### config.mk
export PLATFORM = sky130hd
export DESIGN_NAME = sadc_control
export DESIGN_NICKNAME = d
export VERILOG_FILES = /design/src/rtl/sadc_pkg.sv /design/src/rtl/sadc_control.sv
export VERILOG_INCLUDE_DIRS = /design/src /design/src/rtl
export SDC_FILE = /design/constraint.sdc
export NUM_CORES = 1
export LEC_CHECK = 0
export BUFFER_PORTS_ARGS = -buffer_cell sky130_fd_sc_hd__buf_2
export CAP_MARGIN = 5
export CORE_MARGIN = 8
export CORE_UTILIZATION = 35
export DETAILED_ROUTE_END_ITERATION = 12
export HOLD_SLACK_MARGIN = 0.02
export PLACE_DENSITY_LB_ADDON = 0.25
export SLEW_MARGIN = 20
export SYNTH_ARGS = -nofsm -noshare
export SYNTH_HDL_FRONTEND = slang
export SYNTH_SLANG_ARGS = --single-unit
### constraint.sdc
create_clock -name sys_clk -period 5.35 [get_ports sys_clk]
set_input_delay 0.2675 -clock sys_clk [delete_from_list [all_inputs] [get_ports sys_clk]]
set_output_delay 0.2675 -clock sys_clk [all_outputs]
set_load 0.02 [all_outputs]
### src/rtl/sadc_consts.svh
`ifndef SADC_CONSTS_SVH
`define SADC_CONSTS_SVH
// ----------------------------------------
// register addresses and layouts
// ----------------------------------------
`define SADC_MODE_ADDR 16'hFF67
`define SADC_CHAN_ADDR 16'hFF68
`define SADC_RESULT_ADDR 16'hFF69
`define SADC_MODE_RESET 8'h00
`define SADC_CHAN_RESET 8'h00
`define SADC_ENABLE_BIT 7
`define SADC_TSEL_HI 5
`define SADC_TSEL_LO 3
`define SADC_MODE_MASK 8'hB8
`define SADC_CHAN_MASK 8'h03
// ----------------------------------------
// conversion timing, in main clock cycles
// ----------------------------------------
`define SADC_LEN_000 8'h90
`define SADC_LEN_001 8'h78
`define SADC_LEN_010 8'h60
`define SADC_LEN_100 8'h48
`define SADC_LEN_101 8'h3C
`define SADC_LEN_110 8'h30
`define SADC_STEPS 4'h8
`endif

### src/rtl/sadc_pkg.sv
package sadc_pkg;
    // ----------------------------------------
    // sequencer states
    // ----------------------------------------
    typedef enum logic [1:0] {
        SADC_IDLE = 2'b00,
        SADC_SAMPLE = 2'b01,
        SADC_COMPARE = 2'b10
    } sadc_state_type;
endpackage

### src/rtl/sadc_control.sv
`timescale 1ns/1ps
`include "sadc_consts.svh"
module sadc_control
    import sadc_pkg::*;
(
    // clock and reset
    input wire logic sys_clk,
    input wire logic rst_n,
    // register port
    input wire logic [15:0] regAddr,
    input wire logic regWrite,
    input wire logic regRead,
    input wire logic [7:0] regWdata,
    output logic [7:0] regRdata,
    // analog macro
    output logic [1:0] analogChannel,
    output logic sampleHold,
    output logic [7:0] compareCode,
    input wire logic comparatorHigh,
    // events
    output logic conversionEndIrq,
    output logic firstResultFlag
);
    // ----------------------------------------
    // helpers
    // ----------------------------------------
    // conversion length from time select code; illegal codes fall back to the longest
    function automatic logic [7:0] convLength(input logic [2:0] sel);
        unique case (sel)
            3'b001: convLength = `SADC_LEN_001;
            3'b010: convLength = `SADC_LEN_010;
            3'b100: convLength = `SADC_LEN_100;
            3'b101: convLength = `SADC_LEN_101;
            3'b110: convLength = `SADC_LEN_110;
            default: convLength = `SADC_LEN_000;
        endcase
    endfunction

    sadc_state_type state_r;
    logic [7:0] mode_r;
    logic [1:0] chan_r;
    logic [7:0] approx_r;
    logic [7:0] result_r;
    logic [7:0] cycle_r;
    logic [7:0] stepLen_r;
    logic [3:0] bitIdx_r;
    logic compSync1_r;
    logic compSync2_r;
    logic first_r;
    logic modeWr;
    logic chanWr;
    logic enable;
    logic [7:0] convLen;
    logic [7:0] sampleLen;
    logic stepDone;
    logic convDone;

    assign modeWr = regWrite && (regAddr == `SADC_MODE_ADDR);
    assign chanWr = regWrite && (regAddr == `SADC_CHAN_ADDR);
    assign enable = mode_r[`SADC_ENABLE_BIT];
    assign convLen = convLength(mode_r[`SADC_TSEL_HI:`SADC_TSEL_LO]);
    // each step takes length/12; sample takes the first four steps
    assign sampleLen = 8'(convLen - 8'(8'(convLen / 8'd12) * 8'd8));
    assign stepDone = (cycle_r == 8'd1);
    assign convDone = (state_r == SADC_COMPARE) && stepDone && (bitIdx_r == 4'd0);

    // ----------------------------------------
    // control registers
    // ----------------------------------------
    // mode register, reserved bits forced to zero
    always_ff @(posedge sys_clk) begin
        if (!rst_n) begin
            mode_r <= `SADC_MODE_RESET;
        end else if (modeWr) begin
            mode_r <= regWdata & `SADC_MODE_MASK;
        end
    end

    // channel register, only the low two bits are stored
    always_ff @(posedge sys_clk) begin
        if (!rst_n) begin
            chan_r <= 2'(`SADC_CHAN_RESET);
        end else if (chanWr) begin
            chan_r <= regWdata[1:0];
        end
    end

    // ----------------------------------------
    // comparator input synchroniser
    // ----------------------------------------
    always_ff @(posedge sys_clk) begin
        if (!rst_n) begin
            compSync1_r <= 1'b0;
            compSync2_r <= 1'b0;
        end else begin
            compSync1_r <= comparatorHigh;
            compSync2_r <= compSync1_r;
        end
    end

    // ----------------------------------------
    // sequencer
    // ----------------------------------------
    // a mode write, or a channel write while enabled, restarts from sample, or stops when enable is cleared;
    // writes win over completion so no result is stored in that cycle
    always_ff @(posedge sys_clk) begin
        if (!rst_n) begin
            state_r <= SADC_IDLE;
            cycle_r <= 8'd0;
            bitIdx_r <= 4'd0;
            approx_r <= 8'h00;
            stepLen_r <= 8'd0;
        end else if (modeWr || chanWr) begin
            if (modeWr && !regWdata[`SADC_ENABLE_BIT]) begin
                state_r <= SADC_IDLE;
            end else if (modeWr || enable) begin
                state_r <= SADC_SAMPLE;
                cycle_r <= 8'd0;
            end
            approx_r <= 8'h00;
        end else begin
            unique case (state_r)
                SADC_IDLE: begin
                    cycle_r <= 8'd0;
                end
                SADC_SAMPLE: begin
                    if (cycle_r == 8'd0) begin
                        // length/12 per compare step, remainder to sampling
                        stepLen_r <= 8'(convLen / 8'd12);
                        // this cycle is the first sample cycle, so the whole span equals the length
                        cycle_r <= 8'(sampleLen - 8'd1);
                    end else if (stepDone) begin
                        state_r <= SADC_COMPARE;
                        bitIdx_r <= 4'd7;
                        approx_r <= 8'h80;
                        cycle_r <= stepLen_r;
                    end else begin
                        cycle_r <= 8'(cycle_r - 8'd1);
                    end
                end
                SADC_COMPARE: begin
                    if (stepDone) begin
                        // keep or drop the trial bit, then try the next one down
                        approx_r[bitIdx_r[2:0]] <= compSync2_r;
                        if (bitIdx_r != 4'd0) begin
                            approx_r[3'(bitIdx_r - 4'd1)] <= 1'b1;
                            bitIdx_r <= 4'(bitIdx_r - 4'd1);
                            cycle_r <= stepLen_r;
                        end else begin
                            state_r <= SADC_SAMPLE;
                            cycle_r <= 8'd0;
                        end
                    end else begin
                        cycle_r <= 8'(cycle_r - 8'd1);
                    end
                end
                default: state_r <= SADC_IDLE;
            endcase
        end
    end

    // ----------------------------------------
    // result, end pulse and first-result marker
    // ----------------------------------------
    // result has no reset: it is undefined until the first conversion ends
    always_ff @(posedge sys_clk) begin
        if (convDone && !modeWr && !chanWr) begin
            result_r <= {approx_r[7:1], compSync2_r};
        end
    end

    always_ff @(posedge sys_clk) begin
        if (!rst_n) begin
            conversionEndIrq <= 1'b0;
        end else begin
            conversionEndIrq <= convDone && !modeWr && !chanWr;
        end
    end

    // flags the first result after enabling so software can drop it
    always_ff @(posedge sys_clk) begin
        if (!rst_n) begin
            first_r <= 1'b0;
            firstResultFlag <= 1'b0;
        end else begin
            if (modeWr && regWdata[`SADC_ENABLE_BIT] && !enable) begin
                first_r <= 1'b1;
            end else if (convDone && !chanWr && !modeWr) begin
                first_r <= 1'b0;
                firstResultFlag <= first_r;
            end
        end
    end

    // ----------------------------------------
    // read port and analog drive
    // ----------------------------------------
    // read returns the old result in the completion cycle; the new one lands after
    always_ff @(posedge sys_clk) begin
        if (!rst_n) begin
            regRdata <= 8'h00;
        end else if (regRead) begin
            unique case (regAddr)
                `SADC_MODE_ADDR: regRdata <= mode_r;
                `SADC_CHAN_ADDR: regRdata <= {6'b0, chan_r};
                `SADC_RESULT_ADDR: regRdata <= result_r;
                default: regRdata <= 8'h00;
            endcase
        end
    end

    always_ff @(posedge sys_clk) begin
        if (!rst_n) begin
            analogChannel <= 2'b00;
            sampleHold <= 1'b0;
            compareCode <= 8'h00;
        end else begin
            analogChannel <= chan_r;
            sampleHold <= (state_r == SADC_SAMPLE);
            compareCode <= approx_r;
        end
    end

    // ----------------------------------------
    // checks
    // ----------------------------------------
    chk_start_by_write: assert property (@(posedge sys_clk) disable iff (!rst_n)
        ($past(state_r) == SADC_IDLE && state_r == SADC_SAMPLE) |-> $past(modeWr || chanWr))
        else $error("conversion started without a register write");
    chk_stop_no_store: assert property (@(posedge sys_clk) disable iff (!rst_n)
        (modeWr && !regWdata[7]) |=> (state_r == SADC_IDLE && !conversionEndIrq))
        else $error("disable write did not stop conversion");
    chk_write_beats_end: assert property (@(posedge sys_clk) disable iff (!rst_n)
        (convDone && (modeWr || chanWr)) |=> !conversionEndIrq)
        else $error("end pulse raised despite a register write");
    chk_end_one_pulse: assert property (@(posedge sys_clk) disable iff (!rst_n)
        conversionEndIrq |=> !conversionEndIrq)
        else $error("end pulse longer than one cycle");
    chk_restart_after_end: assert property (@(posedge sys_clk) disable iff (!rst_n)
        (convDone && !modeWr && !chanWr) |=> state_r == SADC_SAMPLE)
        else $error("no immediate restart after completion");
    chk_result_loaded: assert property (@(posedge sys_clk) disable iff (!rst_n)
        conversionEndIrq |-> result_r == {$past(approx_r[7:1]), $past(compSync2_r)})
        else $error("result not copied from approximation");
    chk_msb_first: assert property (@(posedge sys_clk) disable iff (!rst_n)
        ($past(state_r) == SADC_SAMPLE && state_r == SADC_COMPARE) |-> approx_r == 8'h80)
        else $error("approximation did not start at msb");
    chk_hold_during_cmp: assert property (@(posedge sys_clk) disable iff (!rst_n)
        (state_r == SADC_COMPARE) |=> !sampleHold)
        else $error("sample commanded during compare");
    chk_channel_restart: assert property (@(posedge sys_clk) disable iff (!rst_n)
        (chanWr && enable && !modeWr) |=> state_r == SADC_SAMPLE)
        else $error("channel write did not restart conversion");
    cov_full_conv: cover property (@(posedge sys_clk) conversionEndIrq);
    cov_chan_abort: cover property (@(posedge sys_clk) chanWr && state_r == SADC_COMPARE);
    cov_read_at_end: cover property (@(posedge sys_clk) convDone && regRead);
endmodule // sadc_control

==> flow_metrics.env, run 1 <==
export IMPL_seq_area_frac_synth_pct=40.2
export IMPL_area_delta_synth_final_pct=14.7
export IMPL_fillers=1006
export IMPL_net_switching_power_uw=228
export IMPL_synth_top_cells_by_area="sky130_fd_sc_hd__dfxtp_1 (33%), sky130_fd_sc_hd__edfxtp_1 (7.0%), sky130_fd_sc_hd__ha_1 (4.4%), sky130_fd_sc_hd__nor2_1 (3.8%), sky130_fd_sc_hd__nand2_1 (3.7%)"
export IMPL_worst_stage_delay_on_the_critical_path_ps=630
export IMPL_fin_skew_ps=10.7
export IMPL_vias_per_cell=5.09
export IMPL_synth_async_reset_ratio_pct=0
export IMPL_worst_setup_path_startpoint="mode_r[3]$_SDFFE_PN0P_"
export IMPL_ant_nets_after_route=0
export IMPL_gp_routability_congestion=0.879
export IMPL_cts_root_buf="sky130_fd_sc_hd__clkbuf_8"
export IMPL_final_power_uw=954
export IMPL_avgRoutedWirePerCell_um=14.4
export IMPL_grt_remaining_overflow=0
export IMPL_rsz0062_at_grt="false"
export IMPL_switching_share_pct=23.9
export IMPL_mappedNetlistArea_um2=3440
export IMPL_status="complete, no violations"
export IMPL_detailed_place_hpwl_um=5950
export IMPL_cp_data_arrival_time_ps=3220
export IMPL_synth_yosys_warnings=0
export IMPL_power_report_internal_total_uw=726
export IMPL_drt_drc_violations_left=0
export IMPL_numClockSinks=65
export IMPL_i_o_pin_total=50
export IMPL_number_of_buffers_added_by_the_clock_tree_synthesis_step=9
export IMPL_layout_cells_most_common="sky130_fd_sc_hd__dfxtp_1"
export IMPL_crit_reg2reg_capture="cycle_r[7]$_SDFFE_PN0P_"
export IMPL_drt_initial_drc_count=246
export IMPL_timing_max_cap_violations=0
export IMPL_avgSynthCellArea_um2=8.90
export IMPL_tightestPinTransition_ps=809
export IMPL_via_count_of_the_first_global_routing_pass=2741
export IMPL_power_clock_fraction_pct=44.8
export IMPL_grt_antenna_before_repair=0
export IMPL_total_detailed_routing_wirelength_um=8090
export IMPL_max_stage_delay_cell_worst_path="sky130_fd_sc_hd__dfxtp_1"
export IMPL_crit_path_end="cycle_r[7]$_SDFFE_PN0P_"
export IMPL_path_max_fanout=12
export IMPL_tritoncts="yes"
export IMPL_cts_post_setup_buffers_inserted=0
export IMPL_max_clock_path_buffers=2
export IMPL_clk_pin_slew_ps=80
export IMPL_max_slew_margin_pct=45.9
export IMPL_placeableCoreArea_um2=9640
export IMPL_syn_nets=428
export IMPL_timing_max_transition_violations_final=0
export IMPL_final_core_utilization_pct=40.9
export IMPL_ys_dominant_reg_cell="sky130_fd_sc_hd__dfxtp_1"
export IMPL_final_net_count=467
export IMPL_port_buffers=47
export IMPL_fin_crit_sh_pct=54.9
export IMPL_mostFrequentLayoutCells="sky130_fd_sc_hd__dfxtp_1 (57), sky130_fd_sc_hd__buf_2 (47), sky130_fd_sc_hd__nor2_1 (35)"
export IMPL_fmax_mhz=340
export IMPL_netlist_top_cell_by_area="sky130_fd_sc_hd__dfxtp_1"
export IMPL_setup_worst_path_class="reg -> reg"
export IMPL_netlist_cell_type_count=65
export IMPL_die_width_um=115
export IMPL_track_usage_pct=12.5
export IMPL_synth_edf_count=8
export IMPL_worstSetupStartpointType="flop"
export IMPL_critical_path_most_common_cell="sky130_fd_sc_hd__o21ai_0"
export IMPL_ctsResizeCount=0
export IMPL_setup_viol=0
export IMPL_vias=2863
export IMPL_p_seq_share_pct=51.9
export IMPL_synth_largest_type_area_fraction_pct=33.2
export IMPL_min_delay_path_class="in -> reg"
export IMPL_synth_cells=386
export IMPL_static_leakage_power_nw=1.61
export IMPL_timing_critical_path_to_type="flop"
export IMPL_pin_count_of_the_biggest_net_entering_global_routing=50
export IMPL_grt_first_pass_wirelength_um=13200
export IMPL_critical_path_reg2reg_startpoint="mode_r[3]$_SDFFE_PN0P_"
export IMPL_clock_insertion_delay_worst_skew_ps=350
export IMPL_die_y_um=115
export IMPL_combPwrFrac_pct=3.3
export IMPL_drtPass1Iterations=4
export IMPL_clock_tree_htree_level_count=3
export IMPL_worstPathCellList="nor2_1 -> nor2_1 -> ha_1 -> nand3b_1 -> o21ai_0 -> ha_1 -> a21oi_1 -> o21ai_0 -> xor2_1 -> o32ai_1 -> a31oi_1 -> o21ai_0"
export IMPL_power_per_cell_area_nw_per_um2=242
export IMPL_rrSetupSlack_ps=2410
export IMPL_insertedDiodeCount=0
export IMPL_finalHoldViolations=0
export IMPL_cts_hold_fix_buffers=0
export IMPL_design_die_area_um2=13200
export IMPL_setup_total_negative_slack_ps=0
export IMPL_postSynthRegisterBits=65
export IMPL_peakVddDrop_mv=0.106
export IMPL_post_route_min_period_ps=2940
export IMPL_rr_worst_depth=12
export IMPL_rows=36
export IMPL_starting_density_of_the_core_pct=35.7
export IMPL_proportion_of_layout_cells_with_a_drive_suffix_above_1_pct=17.7
export IMPL_critical_path_required_ps=5630
==> kinds of logic (layout without fill, tap and decap cells) <==
kind of cell | Yosys count | in the layout | synth area share (%)
AOI/OAI and AO/OA | 102 | 102 | 20.5
xor gates and xnor gates | 9 | 9 | 2.29
DFF | 65 | 65 | 40.2
buffers and inverters | 35 | 79 | 4.59
and+or+nand+nor | 156 | 156 | 25.7
adders and majority gates | 13 | 13 | 4.95
muxes | 6 | 6 | 1.82
==> cell type report <==
cell class | instances | area [um2] | share of cell area, %
multi-input combinational | 286 | 1900 | 48.1
sequential | 65 | 1380 | 35.0
timing repair buffer | 47 | 235 | 5.97
tap | 133 | 166 | 4.22
clock buffer | 9 | 124 | 3.14
clock inverter | 7 | 77.6 | 1.97
inverter | 16 | 60.1 | 1.52
==> state kept, by name, indices dropped and copies added, names as in the netlist, 2 cells and up <==
register and count:
approx_r 8, compareCode 8, cycle_r 8, regRdata 8
result_r 8, stepLen_r 5, bitIdx_r 4, mode_r 4
analogChannel 2, chan_r 2, state_r 2
==> synth_stat cells (4+ instances only) <==
cell type	n
sky130_fd_sc_hd__dfxtp_1	57
sky130_fd_sc_hd__nor2_1	35
sky130_fd_sc_hd__nand2_1	34
sky130_fd_sc_hd__a21oi_1	23
sky130_fd_sc_hd__and2_1	18
sky130_fd_sc_hd__o21ai_0	17
sky130_fd_sc_hd__inv_1	16
sky130_fd_sc_hd__nand3_1	15
sky130_fd_sc_hd__clkbuf_1	12
sky130_fd_sc_hd__ha_1	12
sky130_fd_sc_hd__a21boi_0	11
sky130_fd_sc_hd__o211a_1	10
sky130_fd_sc_hd__edfxtp_1	8
sky130_fd_sc_hd__nand2b_1	8
sky130_fd_sc_hd__a22oi_1	5
sky130_fd_sc_hd__nor3_1	5
sky130_fd_sc_hd__xor2_1	5
sky130_fd_sc_hd__a211oi_1	4
sky130_fd_sc_hd__a31oi_1	4
sky130_fd_sc_hd__mux2i_1	4
sky130_fd_sc_hd__nor3b_1	4
sky130_fd_sc_hd__nor4_1	4
sky130_fd_sc_hd__xnor2_1	4
==> layer usage <==
| layer | GRT usage (%) | up-vias | part of all wire, % |
|---|---|---|---|
| li1 | - | 1469 | - |
| met1 | 15.7 | 1316 | 48 |
| met2 | 19.2 | 66 | 43 |
| met3 | 3.83 | 12 | 6.9 |
| met4 | 6.04 | 0 | 2.1 |
| met5 | 0 | - | 0 |
==> worst min path at each step <==
stage / from / to / slack [ps] / depth (start not counted)
2_1_floorplan: comparatorHigh / compSync1_r$_SDFF_PN0_ / 390 / 1
3_3_place_gp: compSync1_r$_SDFF_PN0_ / compSync2_r$_SDFF_PN0_ / 420 / 1
3_5_place_dp: compSync1_r$_SDFF_PN0_ / compSync2_r$_SDFF_PN0_ / 420 / 1
4_1_cts: comparatorHigh / compSync1_r$_SDFF_PN0_ / 110 / 2
5_1_grt: comparatorHigh / compSync1_r$_SDFF_PN0_ / 130 / 2
6_report: comparatorHigh / compSync1_r$_SDFF_PN0_ / 120 / 2
==> per-stage QoR <==
step	hold WS, ps	cell area [um2]	setup slack, ps	instances
final	124	3940	2410	563
after global routing	131	3940	2100	563
after CTS	109	3940	2380	563
after detailed placement	421	3740	2400	547
after global placement	417	3740	2440	547
after floorplan	395	3440	2700	386
==> power groups by stage <==
stage,clock network [mW],logic [mW],registers [mW]
final,0.427,0.0318,0.495
after global routing,0.458,0.0357,0.495
after CTS,0.439,0.0322,0.495
after detailed placement,0,0.0320,0.507
after global placement,0,0.0315,0.507
after floorplan,0,0.0136,0.508
==> worst max-delay path, delay by kind of cell (launching register included) <==
family | cells | cell delay (ps)
simple gates | 3 | 510
compound gates | 6 | 1080
xor+xnor | 1 | 130
flops | 1 | 630
fa+ha+maj | 2 | 530
No activity file was read; power rests on OpenSTA's default activity.
==> inputs of run 2 (changes only) <==
==> constraint.sdc (replaced) <==
create_clock -name sys_clk -period 2.5 [get_ports sys_clk]
set_input_delay 0.125 -clock sys_clk [delete_from_list [all_inputs] [get_ports sys_clk]]
set_output_delay 0.125 -clock sys_clk [all_outputs]
set_load 0.02 [all_outputs]
==> run 2 against run 1 <==
  * Total power rose by 110%
  * Register-to-register slack got worse by 2200 ps
  * Largest cell class unchanged
  * Sequential power rose by 110%
  * Clock power rose by 110%
  * Critical path depth fell by 1
  * Cell area rose by 4.6%
  * Via count rose by 3.0%
  * Hold slack got worse by 85 ps
  * Maximum frequency rose by 27%
==> flow_metrics.env, run 2 (same netlist as run 1, synthesis figures left out) <==
export IMPL_setup_viol=0
export IMPL_cts_post_setup_buffers_inserted=0
export IMPL_insertedDiodeCount=0
export IMPL_numClockSinks=65
export IMPL_clock_insertion_delay_worst_skew_ps=340
export IMPL_worst_stage_delay_on_the_critical_path_ps=380
export IMPL_tritoncts="yes"
export IMPL_proportion_of_layout_cells_with_a_drive_suffix_above_1_pct=22.5
export IMPL_vias_per_cell=5.07
export IMPL_fmax_mhz=433
export IMPL_power_report_internal_total_mw=1.56
export IMPL_clock_tree_htree_level_count=3
export IMPL_fin_skew_ps=12.3
export IMPL_post_route_min_period_ps=2310
export IMPL_port_buffers=47
export IMPL_avgRoutedWirePerCell_um=14.3
export IMPL_tightestPinTransition_ps=688
export IMPL_area_delta_synth_final_pct=20.0
export IMPL_total_detailed_routing_wirelength_um=8310
export IMPL_power_clock_fraction_pct=44.2
export IMPL_power_per_cell_area_nw_per_um2=492
export IMPL_cts_root_buf="sky130_fd_sc_hd__clkbuf_8"
export IMPL_layout_cells_most_common="sky130_fd_sc_hd__dfxtp_1"
export IMPL_grt_remaining_overflow=0
export IMPL_cp_data_arrival_time_ps=2540
export IMPL_ant_nets_after_route=0
export IMPL_drt_drc_violations_left=0
export IMPL_finalHoldViolations=0
export IMPL_detailed_place_hpwl_um=6310
export IMPL_combPwrFrac_pct=3.6
export IMPL_clk_pin_slew_ps=70
export IMPL_i_o_pin_total=50
export IMPL_via_count_of_the_first_global_routing_pass=2808
export IMPL_min_delay_path_class="in -> reg"
export IMPL_worstPathCellList="xnor2_2 -> nor2_2 -> ha_1 -> nand3b_1 -> o21ai_2 -> fa_2 -> a21o_1 -> a21oi_2 -> xor2_1 -> o22ai_1 -> a22o_1"
export IMPL_static_leakage_power_nw=1.71
export IMPL_fin_crit_sh_pct=92.4
export IMPL_grt_first_pass_wirelength_um=13600
export IMPL_status="complete, no violations"
export IMPL_max_stage_delay_cell_worst_path="sky130_fd_sc_hd__fa_2"
export IMPL_pin_count_of_the_biggest_net_entering_global_routing=32
export IMPL_peakVddDrop_mv=0.214
export IMPL_track_usage_pct=12.9
export IMPL_p_seq_share_pct=52.2
export IMPL_critical_path_required_ps=2730
export IMPL_timing_critical_path_to_type="flop"
export IMPL_final_power_mw=2.03
export IMPL_timing_max_transition_violations_final=0
export IMPL_setup_worst_path_class="reg -> reg"
export IMPL_vias=2950
export IMPL_max_slew_margin_pct=53.0
export IMPL_final_net_count=486
export IMPL_switching_share_pct=23.2
export IMPL_grt_antenna_before_repair=0
export IMPL_net_switching_power_uw=471
export IMPL_drt_initial_drc_count=220
export IMPL_rows=36
export IMPL_mostFrequentLayoutCells="sky130_fd_sc_hd__dfxtp_1 (55), sky130_fd_sc_hd__buf_2 (47), sky130_fd_sc_hd__nor2_1 (34), sky130_fd_sc_hd__nand2_1 (34), sky130_fd_sc_hd__a21oi_1 (21)"
export IMPL_cell_count_after_placement=563
export IMPL_number_of_buffers_added_by_the_clock_tree_synthesis_step=9
export IMPL_path_max_fanout=4
export IMPL_worstSetupStartpointType="flop"
export IMPL_rsz0062_at_grt="false"
export IMPL_die_width_um=115
export IMPL_starting_density_of_the_core_pct=35.7
export IMPL_timing_max_cap_violations=0
export IMPL_instances_no_fill=582
export IMPL_gp_routability_congestion=0.871
export IMPL_placeableCoreArea_um2=9640
export IMPL_max_clock_path_buffers=2
export IMPL_die_y_um=115
export IMPL_fillers=985
export IMPL_design_die_area_um2=13200
export IMPL_drtPass1Iterations=4
## run 2: cell type report
cell class	count	area (um2)	share of cell area (%)
clock buffers	9	124	3.00
multi-input cells	286	1930	46.7
repair buffers	66	385	9.34
clock inverters	7	77.6	1.88
flip-flops and latches	65	1390	33.6
well taps	133	166	4.03
inverters	16	60.1	1.46
## run 2: timing repair
| action | in CTS | in global routing |
|---|---|---|
| pin swaps | 0 | 4 |
| hold buffers | 3 | 0 |
| gates cloned | 0 | 0 |
| hold endpoints to repair | 3 | 0 |
| endpoints found under the setup margin | 2 | 3 |
| resized for setup | 2 | 9 |
## run 2: layer usage
metal	part of all wire [%]	global-route usage (%)
met1	48	16.5
met3	6.1	4.31
met2	43	19.6
met5	0	0
met4	2.2	5.34
## run 2: worst paths after layout
kind | start | to | slack (ps) | cells past startpoint
worst max register to register | mode_r[5]$_SDFFE_PN0P_ | cycle_r[6]$_SDFFE_PN0P_ | 190 | 11
worst min register to register | stepLen_r[4]$_SDFFE_PN0P_ | stepLen_r[4]$_SDFFE_PN0P_ | 440 | 2
worst min-delay path | regWdata[3] | mode_r[3]$_SDFFE_PN0P_ | 40 | 3
worst max-delay path | mode_r[5]$_SDFFE_PN0P_ | cycle_r[6]$_SDFFE_PN0P_ | 190 | 11
## run 2: critical path: cells and delay by family, from the launching register on
family          cells  cell delay [ps]
compound gates      5              690
fa+ha+maj           2              640
flops               1              360
xor+xnor            2              330
simple gates        2              180
## run 2: stage by stage
stage          utilization [%]  instance area [um2]  setup TNS (ps)  hold WS (ps)  worst slack (ps)
2_1_floorplan                -                 3440               0           252              35.9
3_3_place_gp              40.1                 3860               0           332              87.2
3_5_place_dp              40.1                 3860           -1.14           339             -1.14
4_1_cts                   42.5                 4090               0          36.9              1.96
5_1_grt                   42.8                 4130               0          57.7              15.0
6_report                  42.8                 4130               0          38.1               191
## run 2: power by group through the flow
stage                     logic (mW)  registers (mW)  clock network [mW]
after global placement        0.0684            1.08                   0
after detailed placement      0.0695            1.08                   0
after global routing          0.0803            1.06               0.990
final                         0.0727            1.06               0.897
after floorplan               0.0291            1.09                   0
after CTS                     0.0735            1.06               0.930
